<file path="src/verilog/lvdss_pkg.sv">
package lvdss_pkg;

  // Parallel pixel word, 21 bits, red in the top bits
  typedef struct packed {
    logic [5:0] red;
    logic [5:0] green;
    logic [5:0] blue;
    logic       line_sync;
    logic       frame_sync;
    logic       pixel_data_valid;
  } lvdss_pixel_s;

  localparam int unsigned PIXEL_BITS    = 21;
  localparam int unsigned LANES         = 3;
  localparam int unsigned BITS_PER_LANE = 7;
  localparam int unsigned SHIFT_LANES   = LANES + 1;

  // Sampled-pin vector: pixel word, then clock, strobe select, power down
  localparam int unsigned PIN_W        = PIXEL_BITS + 3;
  localparam int unsigned PIN_CLK      = PIXEL_BITS;
  localparam int unsigned PIN_SEL      = PIXEL_BITS + 1;
  localparam int unsigned PIN_PD       = PIXEL_BITS + 2;

  localparam int unsigned PERIOD_W     = 8;
  localparam int unsigned ACC_W        = PERIOD_W + 1;
  localparam int unsigned IDX_W        = 3;
  localparam logic [IDX_W-1:0] LAST_BIT = 3'h6;
  localparam logic [ACC_W-1:0] ACC_STEP = 9'h007;
  localparam logic [PERIOD_W-1:0] PERIOD_MAX = 8'hFF;

  // Forwarded clock shape over one seven-bit frame, sent first bit first
  localparam logic [BITS_PER_LANE-1:0] FWD_CLK_PATTERN = 7'h63;

  // Multiplier lock wait
  localparam int unsigned SYS_CLK_KHZ   = 125000;
  localparam int unsigned LOCK_TIME_MS  = 10;
  localparam int unsigned LOCK_CYCLES_DEF = LOCK_TIME_MS * SYS_CLK_KHZ;
  localparam int unsigned LOCK_W        = 21;

  // Strobe select resets to falling edge, as the pin's pull-down would
  localparam logic SEL_RESET = 1'b0;

endpackage

</file>
<file path="src/verilog/lvdss_shifter.sv">
`timescale 1ns/100ps
`default_nettype none

module lvdss_shifter (
  // Clock and reset
  input  wire logic                                 clk_i,
  input  wire logic                                 rst_i,
  // Control
  input  wire logic                                 clear_i,
  input  wire logic                                 load_i,
  input  wire logic                                 shift_i,
  input  wire logic [lvdss_pkg::BITS_PER_LANE-1:0]  word_i,
  // Differential bit
  output logic                                      pos_o,
  output logic                                      neg_o
);

  logic [lvdss_pkg::BITS_PER_LANE-1:0] sr_q;

  // First bit of the frame is the top bit of the word
  always_ff @(posedge clk_i or posedge rst_i) begin
    if (rst_i) begin
      sr_q <= '0;
    end else if (clear_i) begin
      sr_q <= '0;
    end else if (load_i) begin
      sr_q <= word_i;
    end else if (shift_i) begin
      sr_q <= {sr_q[lvdss_pkg::BITS_PER_LANE-2:0], 1'b0};
    end
  end

  always_ff @(posedge clk_i or posedge rst_i) begin
    if (rst_i) begin
      pos_o <= 1'b0;
      neg_o <= 1'b1;
    end else if (clear_i) begin
      pos_o <= 1'b0;
      neg_o <= 1'b1;
    end else if (load_i) begin
      pos_o <= word_i[lvdss_pkg::BITS_PER_LANE-1];
      neg_o <= ~word_i[lvdss_pkg::BITS_PER_LANE-1];
    end else if (shift_i) begin
      pos_o <= sr_q[lvdss_pkg::BITS_PER_LANE-2];
      neg_o <= ~sr_q[lvdss_pkg::BITS_PER_LANE-2];
    end
  end

endmodule

`default_nettype wire

</file>
<file path="src/verilog/lvdss_top.sv">
// Notes on behaviour
// - Capture 21 inputs per pixel clock: 18 colour bits, line, frame, valid.
// - Drive three serial data lanes and one forwarded clock lane, differential.
// - Strobe select high samples on rising edge, low on falling edge.
// - Strobe select defaults to falling edge when left unconnected.
// - Power-down low places all serial and clock outputs in high impedance.
// - Bit slots run at seven times the pixel clock rate.
// - Outputs start toggling 10 ms after power-down goes high.
// - Power-down takes effect at once, whatever frame is in progress.
`timescale 1ns/100ps
`default_nettype none

module lvdss_top #(
  parameter int unsigned LOCK_CYCLES = lvdss_pkg::LOCK_CYCLES_DEF
) (
  // System clock and reset
  input  wire logic                          SYS_CLK_I,
  input  wire logic                          RST_I,
  // Parallel side from the host
  input  wire logic                          INPUT_PIXEL_CLOCK_I,
  input  wire lvdss_pkg::lvdss_pixel_s       PIXEL_I,
  input  wire logic                          STROBE_EDGE_SELECT_I,
  input  wire logic                          POWER_DOWN_N_I,
  // Serial data lanes
  output logic [lvdss_pkg::LANES-1:0]        SERIAL_LANE_POS_O,
  output logic [lvdss_pkg::LANES-1:0]        SERIAL_LANE_NEG_O,
  output logic                               SERIAL_LANE_OE_O,
  // Forwarded clock lane
  output logic                               FORWARDED_CLOCK_POS_O,
  output logic                               FORWARDED_CLOCK_NEG_O,
  output logic                               FORWARDED_CLOCK_OE_O
);

  localparam int unsigned PW = lvdss_pkg::PIN_W;

  logic [PW-1:0]                      pins;
  logic [PW-1:0]                      s1_q;
  logic [PW-1:0]                      s2_q;
  logic [PW-1:0]                      s3_q;
  logic                               clk_lvl_q;
  logic                               sel_q;
  logic                               pd_n_q;
  logic                               clk_change;
  logic                               strobe;
  logic [lvdss_pkg::PERIOD_W-1:0]     cnt_q;
  logic [lvdss_pkg::PERIOD_W-1:0]     period_q;
  logic                               seen_q;
  logic                               period_ok_q;
  logic [lvdss_pkg::LOCK_W-1:0]       lock_cnt_q;
  logic                               locked_q;
  logic                               load;
  logic                               advance;
  logic                               running_q;
  logic [lvdss_pkg::IDX_W-1:0]        idx_q;
  logic [lvdss_pkg::ACC_W-1:0]        acc_q;
  logic [lvdss_pkg::ACC_W-1:0]        acc_sum;
  logic [lvdss_pkg::PIXEL_BITS-1:0]   word;
  logic [lvdss_pkg::SHIFT_LANES-1:0]  lane_pos;
  logic [lvdss_pkg::SHIFT_LANES-1:0]  lane_neg;

  assign pins = {POWER_DOWN_N_I, STROBE_EDGE_SELECT_I, INPUT_PIXEL_CLOCK_I, PIXEL_I};

  // Three-stage sampling; only the second stage reads the first
  // Stages reset low like the idle pins, so no false edge follows reset
  always_ff @(posedge SYS_CLK_I or posedge RST_I) begin
    if (RST_I) begin
      s1_q <= '0;
      s2_q <= '0;
      s3_q <= '0;
    end else begin
      s1_q <= pins;
      s2_q <= s1_q;
      s3_q <= s2_q;
    end
  end

  // A control pin changes only once stages two and three agree
  always_ff @(posedge SYS_CLK_I or posedge RST_I) begin
    if (RST_I) begin
      clk_lvl_q <= 1'b0;
      sel_q     <= lvdss_pkg::SEL_RESET;
      pd_n_q    <= 1'b0;
    end else begin
      if (s2_q[lvdss_pkg::PIN_CLK] == s3_q[lvdss_pkg::PIN_CLK]) begin
        clk_lvl_q <= s3_q[lvdss_pkg::PIN_CLK];
      end
      if (s2_q[lvdss_pkg::PIN_SEL] == s3_q[lvdss_pkg::PIN_SEL]) begin
        sel_q <= s3_q[lvdss_pkg::PIN_SEL];
      end
      if (s2_q[lvdss_pkg::PIN_PD] == s3_q[lvdss_pkg::PIN_PD]) begin
        pd_n_q <= s3_q[lvdss_pkg::PIN_PD];
      end
    end
  end

  // An edge counts once stages two and three agree on a level new to the block
  assign clk_change = (s2_q[lvdss_pkg::PIN_CLK] == s3_q[lvdss_pkg::PIN_CLK])
                    && (s3_q[lvdss_pkg::PIN_CLK] != clk_lvl_q);
  // Rising edge when select is high, falling edge when low
  assign strobe = clk_change && (s3_q[lvdss_pkg::PIN_CLK] == sel_q);

  // Limitation: the pixel period must be at least seven system cycles,
  // or the bit slots of one frame overrun the next strobe
  // Pixel period in system cycles; stands in for the multiplier's reference
  always_ff @(posedge SYS_CLK_I or posedge RST_I) begin
    if (RST_I) begin
      cnt_q       <= '0;
      period_q    <= lvdss_pkg::PERIOD_MAX;
      seen_q      <= 1'b0;
      period_ok_q <= 1'b0;
    end else if (!pd_n_q) begin
      // Power-down also resets the multiplier
      cnt_q       <= '0;
      seen_q      <= 1'b0;
      period_ok_q <= 1'b0;
    end else if (strobe) begin
      cnt_q       <= '0;
      seen_q      <= 1'b1;
      if (seen_q) begin
        // A stalled pixel clock pins the period at its ceiling
        if (cnt_q == lvdss_pkg::PERIOD_MAX) begin
          period_q <= cnt_q;
        end else begin
          period_q <= cnt_q + 1'b1;
        end
        period_ok_q <= 1'b1;
      end
    end else if (cnt_q != lvdss_pkg::PERIOD_MAX) begin
      cnt_q <= cnt_q + 1'b1;
    end
  end

  // Outputs stay quiet until the lock wait has run out
  // The counter is wide enough for the full wait at the system clock rate
  // A return from power-down repeats the whole wait
  always_ff @(posedge SYS_CLK_I or posedge RST_I) begin
    if (RST_I) begin
      lock_cnt_q <= '0;
      locked_q   <= 1'b0;
    end else if (!pd_n_q) begin
      lock_cnt_q <= '0;
      locked_q   <= 1'b0;
    end else if (!locked_q) begin
      if (lock_cnt_q >= lvdss_pkg::LOCK_W'(LOCK_CYCLES - 1)) begin
        locked_q <= 1'b1;
      end else begin
        lock_cnt_q <= lock_cnt_q + 1'b1;
      end
    end
  end

  assign load = strobe && locked_q && period_ok_q;
  // Data pins need no agreement check: the host holds them steady around the strobe
  assign word = s3_q[lvdss_pkg::PIXEL_BITS-1:0];

  // Spread seven bit slots evenly over the measured period
  assign acc_sum = acc_q + lvdss_pkg::ACC_STEP;
  assign advance = running_q && (acc_sum >= {1'b0, period_q});

  always_ff @(posedge SYS_CLK_I or posedge RST_I) begin
    if (RST_I) begin
      running_q <= 1'b0;
      idx_q     <= '0;
      acc_q     <= '0;
    end else if (!pd_n_q) begin
      running_q <= 1'b0;
      idx_q     <= '0;
      acc_q     <= '0;
    end else if (load) begin
      // Each load strobe restarts the frame so the lanes stay aligned to it
      running_q <= 1'b1;
      idx_q     <= '0;
      acc_q     <= '0;
    end else if (advance) begin
      // The seventh slot ends the frame without a shift; bit 0 stands until the next load
      acc_q <= acc_sum - {1'b0, period_q};
      if (idx_q == lvdss_pkg::LAST_BIT) begin
        running_q <= 1'b0;
      end else begin
        idx_q <= idx_q + 1'b1;
      end
    end else if (running_q) begin
      acc_q <= acc_sum;
    end
  end

  // Lanes 0..2 carry the word in 7-bit slices; the last shifter is the clock
  // Clear holds every pair at its idle level until the multiplier is locked
  // Every lane shifts on the same slot strobe so the pairs stay in step
  for (genvar k = 0; k < lvdss_pkg::SHIFT_LANES; k++) begin : g_lane
    logic [lvdss_pkg::BITS_PER_LANE-1:0] lane_word;
    if (k < lvdss_pkg::LANES) begin : g_data
      assign lane_word = word[k*lvdss_pkg::BITS_PER_LANE +: lvdss_pkg::BITS_PER_LANE];
    end else begin : g_fwd
      assign lane_word = lvdss_pkg::FWD_CLK_PATTERN;
    end
    lvdss_shifter u_shift (
      .clk_i   (SYS_CLK_I),
      .rst_i   (RST_I),
      .clear_i (!locked_q),
      .load_i  (load),
      .shift_i (advance && (idx_q != lvdss_pkg::LAST_BIT)),
      .word_i  (lane_word),
      .pos_o   (lane_pos[k]),
      .neg_o   (lane_neg[k])
    );
  end

  assign SERIAL_LANE_POS_O     = lane_pos[lvdss_pkg::LANES-1:0];
  assign SERIAL_LANE_NEG_O     = lane_neg[lvdss_pkg::LANES-1:0];
  assign FORWARDED_CLOCK_POS_O = lane_pos[lvdss_pkg::LANES];
  assign FORWARDED_CLOCK_NEG_O = lane_neg[lvdss_pkg::LANES];

  // The raw pin gates the drivers so that power-down needs no clock edge
  // Reset also releases the pairs, so the lines float while the block is held
  assign SERIAL_LANE_OE_O      = POWER_DOWN_N_I && !RST_I;
  assign FORWARDED_CLOCK_OE_O  = POWER_DOWN_N_I && !RST_I;

endmodule

`default_nettype wire

</file>
<file path="config.mk">
export PLATFORM = sky130hd
export DESIGN_NAME = lvdss_top
export DESIGN_NICKNAME = d
export VERILOG_FILES = /design/src/verilog/lvdss_pkg.sv /design/src/verilog/lvdss_shifter.sv /design/src/verilog/lvdss_top.sv
export SDC_FILE = /design/constraint.sdc
export NUM_CORES = 1
export LEC_CHECK = 0
export BUFFER_PORTS_ARGS = -buffer_cell sky130_fd_sc_hd__buf_2
export CORE_ASPECT_RATIO = 1.1
export CORE_MARGIN = 3
export CORE_UTILIZATION = 65
export CTS_CLUSTER_DIAMETER = 60
export DETAILED_ROUTE_END_ITERATION = 16
export PLACE_DENSITY_LB_ADDON = 0.2
export SLEW_MARGIN = 40
export SYNTH_ARGS = -nofsm -noshare
export SYNTH_HDL_FRONTEND = slang
export SYNTH_SLANG_ARGS = --single-unit
</file>
<file path="constraint.sdc">
create_clock -name SYS_CLK_I -period 16.2 [get_ports SYS_CLK_I]
set_clock_uncertainty 0.05 [all_clocks]
set_input_delay 4.05 -clock SYS_CLK_I [delete_from_list [all_inputs] [get_ports SYS_CLK_I]]
set_output_delay 4.05 -clock SYS_CLK_I [all_outputs]
set_load 0.02 [all_outputs]
</file>
[Word-level counts from Yosys, hierarchy flattened]
Index checks and enable logic that the tools add are counted.
Word-level totals
  word-level logic and storage cells: 136
  bits in registers: 160
Operators by class
  mux-type cells: 63
  add/sub/neg operators: 5
  bitwise gates (word level): 7
  reduce and logical (&&, ||, !) cells: 13
  $lt $le $gt $ge: 2
  equality and inequality tests: 19
Operators by type and width (number)
  $mux W6: 12
  $mux W21: 3
  $mux W1: 36
  $mux W9: 4
  $mux W8: 4
  $add A21 B1 Y21 const B: 1
  $ge A21 B21 Y1 const B: 1
  $mux W3: 4
  $ne A3 B1 Y1 const B: 4
  $add A9 B3 Y9 const B: 1
  $ge A9 B8 Y1: 1
  $sub A9 B8 Y9: 1
  $add A8 B1 Y8 const B: 1
  $eq A8 B8 Y1 const B: 1
  $ne A8 B8 Y1 const B: 1
  $reduce_and A2 Y1: 4
  $logic_and A1 B1 Y1: 7
  $not A1 Y1: 7
  $eq A1 B1 Y1: 4
  $ne A2 B1 Y1 const B: 2
  $ne A2 B2 Y1 const B: 2
  $ne A4 B1 Y1 const B: 1
  $add A3 B1 Y3 const B: 1
  $eq A3 B3 Y1 const B: 1
  other kinds (5): 5

[Logic depth before layout (Yosys ltp)]
Gate-level depths: netlist of the first run.
  depth in word-level cells: 7
  depth in mapped cells: 15

[Cells and area by module]
Synthesis of the first run repeated with hierarchy kept, for this count alone.
Second synthesis, totals
  cell total of the unflattened synthesis: 607
  area total of the unflattened synthesis: 6887.9 um^2
Modules (own cells, without submodules)
  lvdss_top: times used 1, area an instance 5186.2 um^2, cells each 451
  lvdss_shifter: times used 4, area an instance 425.4 um^2, cells each 39

[Worst setup path before layout of the first run]
OpenSTA, ideal clock, no wires.
  kind: input to output
  from: in POWER_DOWN_N_I
  to: out SERIAL_LANE_OE_O
  data arrival time: 4633 ps
  cell stages on the path: 2
  setup slack: 7467 ps
  required time: 12100 ps
  path through: nor2b_1 -> buf_4
Between the ends
  longest elaborated chain between the ends: 1
Ends and longest elaborated chain
  start, declared: RTL line lvdss_top.sv:23  | input wire logic POWER_DOWN_N_I,
  $logic_and A1 B1 Y1: RTL line lvdss_top.sv:216  | assign SERIAL_LANE_OE_O = POWER_DOWN_N_I && !RST_I;
  end, declared: RTL line lvdss_top.sv:27  | output logic SERIAL_LANE_OE_O,
No other way between the ends.

[Final worst setup path of the first run]
  from: in RST_I
  to: out FORWARDED_CLOCK_OE_O
Between the ends
  longest elaborated chain between the ends: 2
Ends and longest elaborated chain
  start, declared: RTL line lvdss_top.sv:18  | input wire logic RST_I,
  $logic_not A1 Y1 (no line)
  $logic_and A1 B1 Y1: RTL line lvdss_top.sv:217  | assign FORWARDED_CLOCK_OE_O = POWER_DOWN_N_I && !RST_I;
  end, declared: RTL line lvdss_top.sv:31  | output logic FORWARDED_CLOCK_OE_O
No other way between the ends.

==> flow_summary.ini, run 1 <==
[timing]
fmax_ghz = 0.1164
hold_violations = 0
fin_tns_setup_ns = 0
drv_slew = 0
period_share = 0.5304
whs_ns = 0.2952
min_period_ns = 8.593
setup_viol = 0
timing.slew.headroom = 0.4844
tightest_slew_ns = 0.7669
rsz0062_at_grt = false

[placement]
dpl.hpwl_um = 8344
placed_cells = 715
gp_congestion = 0.8639
portBuffers = 35

[floorplan]
rows = 38
die_h_um = 112.5
core-area_um2 = 9985
die_area_um2 = 11570
start_util = 0.6716
boundaryPins = 36
die_w_um = 102.8

[detailed_routing]
dr.first_iter.drc_count = 346
wire_per_inst_um = 18.29
ant_nets = 0
drc_errors = 0
num_vias = 4654
routed_via_density = 6.230
drt-total-wl_um = 13660
first_pass_iters = 5

[logic_synthesis]
synth_fp_nets = 625
ys_ff_latch = 160
yosys_most_used_dff = dfrtp_1
synth_area_um2 = 6705
synth.area.top_cells = dfrtp_1 (55%), dfstp_2 (4.7%), a21oi_1 (2.5%), ha_1 (2.4%), mux2i_1 (2.4%)
synthCells = 585
yosysTopAreaCell = dfrtp_1
async_flop_share = 1.000
synth_cell_types = 62
yosys_warnings = 0
netlist.area_leader.share = 0.5523
avgSynthCellArea_um2 = 11.46
seq_area_frac_synth = 0.5994
synth_edf_count = 0

[finish]
seqCellArea_um2 = 4019
post-route-util = 0.7540
antenna_cells = 0
final_cells = 747
area_growth_pct = 12.28
multi_input_area_um2 = 2450
drive_above_1_share = 0.1547
nFillCells = 610
final_cell_mix = dfrtp_1 (148), nand2_1 (37), buf_2 (35)
nets = 654
layout_commonest_cell = dfrtp_1

[critical_path]
path_class = input pin to primary output
cp_common_cell = buf_2
reg2regPathDepth = 13
cp-end-kind = primary output
cp-start-kind = input pin
cp.required_ns = 12.10
r2r_slack_ns = 12.56
cp_data_arrival_time_ns = 4.49
cp_max_fo = 2
cpPeakStageDelay_ns = 0.18
cp_slowest_cell = buf_2
critical_path.cell_chain = buf_2 -> nor2b_1 -> buf_2
r2r_end = g_lane[0].u_shift.sr_q[1]$_DFFE_PP0P_
critPathBufInv = 2
timing.rr.start = acc_q[0]$_DFFE_PP0P_
crit_family = buffers and inverters

[cts]
postCtsSetupBuffers = 0
cts_hold_buf = 0
cts_buffers = 17
cts_resized = 0
cts_max_level = 4
path_clk_slew_ns = 0.07
clkLatencyLatePin_ns = 0.52
root_buffer = clkbuf_8
ctsLongestPathBuffers = 2
cts.sinks = 160
cts_tree = yes

[global_route]
grt_max_degree = 90
grt_usage = 0.2555
grt_pass1_vias = 4815
grt_pass1_wl_um = 22890
antenna_found_initial = 0
grt.overflow.total = 0

[flow_run]
drv_cap = 0

[worst_hold_path]
hold_path_end = s2_q[20]$_DFF_PP0_
hold_class = flop to flop
holdCritStartpoint = s1_q[20]$_DFF_PP0_
holdPathStages = 0

[power]
peakVddDrop_v = 0.00008253
p_leak_uw = 0.003389
powerDensity_nw_per_um2 = 112.0

[status]
status = complete, no violations
## sequential cells by signal, indices dropped and copies added, names as in the netlist
register,flops
lock_cnt_q,21
locked_q,1
period_ok_q,1
acc_q,9
g_lane.u_shift.pos_o,4
g_lane.u_shift.neg_o,4
g_lane.u_shift.sr_q,24
seen_q,1
cnt_q,8
s3_q,24
s1_q,24
sel_q,1
pd_n_q,1
s2_q,24
clk_lvl_q,1
period_q,8
idx_q,3
running_q,1
## cells in the mapped netlist, drive strengths merged, types with 12 or more instances
library cell and count:
xnor2 12, inv 22, a22oi 18, nand4 15, ha 13, buf 18
and2 16, clkbuf 12, xor2 17, nand3 18, nor3 26, dfstp 12
o21ai 25, nor2 33, a21oi 34, nand2 37, mux2i 16, dfrtp 148
## layer usage
metal  wire length (µm)  GRT usage
met1               5552     0.3227
met4                321     0.1114
met2               7027     0.4242
met5                  0          0
met3                758    0.05345
## stage by stage
step	setup slack, ns	total power [µW]	instance area (µm²)
2_1_floorplan	7.467	452.6	6705
3_3_place_gp	7.619	462.9	6892
3_5_place_dp	7.605	465.4	6938
4_1_cts	7.596	847.1	7526
5_1_grt	7.536	873.6	7528
6_report	7.607	843.0	7528
## where the power goes
part	total [µW]	switching (µW)	internal [µW]
logic	36.2	24.1	12.2
clock network	385	181	204
registers	422	7.95	414
total	843	213	630
## worst reg2reg max path, delay by kind of cell, from the launching register on
kind	cells	cell delay, ns
and+or+nand+nor	5	1.16
AOI/OAI and AO/OA	4	1.05
adders and majority gates	2	0.58
DFF	1	0.43
xor gates and xnor gates	1	0.23
buffers and inverters	1	0.07
## cell families after synthesis
logic type / share of synthesized area
flops: 0.5994
compound gates: 0.1183
simple gates: 0.1517
mux: 0.02388
fa+ha+maj: 0.03172
xor+xnor: 0.03788
buf+inv: 0.03713
## worst max path at each step
stage,start,end,slack (ns),depth (start not counted)
after floorplan,POWER_DOWN_N_I,SERIAL_LANE_OE_O,7.47,2
after global placement,RST_I,SERIAL_LANE_OE_O,7.62,3
after detailed placement,RST_I,SERIAL_LANE_OE_O,7.60,3
after CTS,RST_I,SERIAL_LANE_OE_O,7.60,3
after global routing,RST_I,SERIAL_LANE_OE_O,7.54,3
final,RST_I,FORWARDED_CLOCK_OE_O,7.61,3
## area by class of cell
class | instances | area share
Multi-Input combinational cell | 373 | 0.3254
Clock buffer | 18 | 0.05684
Tap cell | 120 | 0.01994
Sequential cell | 160 | 0.5338
Clock inverter | 14 | 0.02127
Inverter | 22 | 0.01163
Timing Repair Buffer | 40 | 0.03108
Power figures use the tool's default switching activity.
==> run 2, diff against run 1 <==
--- a/config.mk
+++ b/config.mk
@@ -8,7 +8,7 @@
 export BUFFER_PORTS_ARGS = -buffer_cell sky130_fd_sc_hd__buf_2
 export CORE_ASPECT_RATIO = 1.1
 export CORE_MARGIN = 3
-export CORE_UTILIZATION = 65
+export CORE_UTILIZATION = 60
 export CTS_CLUSTER_DIAMETER = 60
 export DETAILED_ROUTE_END_ITERATION = 16
 export PLACE_DENSITY_LB_ADDON = 0.2
==> constraint.sdc (replaced) <==
create_clock -name SYS_CLK_I -period 8 [get_ports SYS_CLK_I]
set_clock_uncertainty 0.05 [all_clocks]
set_input_delay 2 -clock SYS_CLK_I [delete_from_list [all_inputs] [get_ports SYS_CLK_I]]
set_output_delay 2 -clock SYS_CLK_I [all_outputs]
set_load 0.02 [all_outputs]
==> flow_summary.ini, run 2 (same netlist as run 1, synthesis figures left out) <==
[status]
status = complete, no violations

[cts]
root_buffer = clkbuf_16
path_clk_slew_ns = 0.06
cts_hold_buf = 0
cts.sinks = 160
cts_tree = yes
cts_resized = 0
cts_buffers = 17
ctsLongestPathBuffers = 2
cts_max_level = 4
postCtsSetupBuffers = 0
clkLatencyLatePin_ns = 0.42

[critical_path]
cp-start-kind = input pin
cp-end-kind = primary output
cp_max_fo = 2
cp.required_ns = 5.95
r2r_end = g_lane[0].u_shift.sr_q[3]$_DFFE_PP0P_
cp_data_arrival_time_ns = 2.44
path_class = input pin to primary output
timing.rr.start = acc_q[0]$_DFFE_PP0P_
reg2regPathDepth = 13
r2r_slack_ns = 4.35

[timing]
min_period_ns = 4.494
timing.slew.headroom = 0.4931
rsz0062_at_grt = false
hold_violations = 0
drv_slew = 0
fin_tns_setup_ns = 0
period_share = 0.5618
tightest_slew_ns = 0.7575
setup_viol = 0
whs_ns = 0.2962
fmax_ghz = 0.2225

[floorplan]
core-area_um2 = 10640
boundaryPins = 36
die_h_um = 116.9
die_area_um2 = 12480
die_w_um = 106.8
start_util = 0.6303
rows = 39

[detailed_routing]
num_vias = 4562
drt-total-wl_um = 13250
routed_via_density = 5.917
dr.first_iter.drc_count = 277
wire_per_inst_um = 17.19
drc_errors = 0
first_pass_iters = 5
ant_nets = 0

[power]
p_comb_frac = 0.044
net-switching-power_uw = 410.4
p_clk_frac = 0.458
sw_frac_of_total = 0.2390
p_leak_uw = 0.003393
seqPwrFrac = 0.498
peakVddDrop_v = 0.0002291
powerDensity_nw_per_um2 = 226.7
intPower_uw = 1307

[finish]
drive_above_1_share = 0.1529
area_growth_pct = 12.99
post-route-util = 0.7122
final_cell_mix = dfrtp_1 (148), nand2_1 (37), buf_2 (35)
nFillCells = 742
final_cells = 771
antenna_cells = 0
layout_commonest_cell = dfrtp_1
nets = 655

[worst_hold_path]
hold_path_end = s3_q[14]$_DFF_PP0_
hold_class = flop to flop
holdCritStartpoint = s2_q[14]$_DFF_PP0_
holdPathStages = 0

[global_route]
grt_pass1_vias = 4685
grt.overflow.total = 0
antenna_found_initial = 0
grt_usage = 0.2314
grt_max_degree = 85
grt_pass1_wl_um = 22430

[placement]
placed_cells = 738
dpl.hpwl_um = 8176
gp_congestion = 0.8828
portBuffers = 35

[flow_run]
drv_cap = 0
==> run 2: area by class of cell <==
type                            count  area (µm²)  area share
Timing Repair Buffer               41       259.0     0.03419
Sequential cell                   160        4019      0.5305
Inverter                           22       87.58     0.01156
Tap cell                          143       178.9     0.02362
Multi-Input combinational cell    373        2450      0.3234
Clock inverter                     13       148.9     0.01965
Clock buffer                       19       432.9     0.05714
==> run 2: critical path, cell delays in order <==
cell and delay, ns:
buf_2 0.13, nor2b_1 0.13, buf_2 0.18
==> run 2: worst max-delay path by stage <==
| stage | start | end | slack (ns) |
|---|---|---|---|
| after CTS | RST_I | SERIAL_LANE_OE_O | 3.50 |
| after detailed placement | RST_I | SERIAL_LANE_OE_O | 3.51 |
| after global placement | RST_I | FORWARDED_CLOCK_OE_O | 3.52 |
| after global routing | RST_I | FORWARDED_CLOCK_OE_O | 3.45 |
| final | RST_I | SERIAL_LANE_OE_O | 3.51 |
| after floorplan | RST_I | acc_q[0]$_DFFE_PP0P_ | 1.65 |
==> run 2: routing by layer <==
layer	wire length, µm	share of wire	GRT usage	vias to the layer above
met5	0	0	0	-
met4	317	0.024	0.1176	0
met3	572	0.043	0.05101	30
met2	6549	0.49	0.3720	128
met1	5812	0.44	0.3010	2268
li1	-	-	-	2136
==> run 2: power by group through the flow <==
stage	Combinational (µW)	Clock, µW	Sequential [µW]
2_1_floorplan	51.3	0	865
5_1_grt	84.2	834	858
3_5_place_dp	72.8	0	870
4_1_cts	73.6	801	855
3_3_place_gp	69.9	0	868
6_report	74.8	787	855
==> run 2: through the flow <==
step	cell area [µm²]	total power [µW]	setup WS [ns]
3_5_place_dp	6967	942.3	3.512
6_report	7576	1717	3.506
5_1_grt	7576	1776	3.447
2_1_floorplan	6705	916.5	1.650
4_1_cts	7548	1730	3.503
3_3_place_gp	6920	937.7	3.518
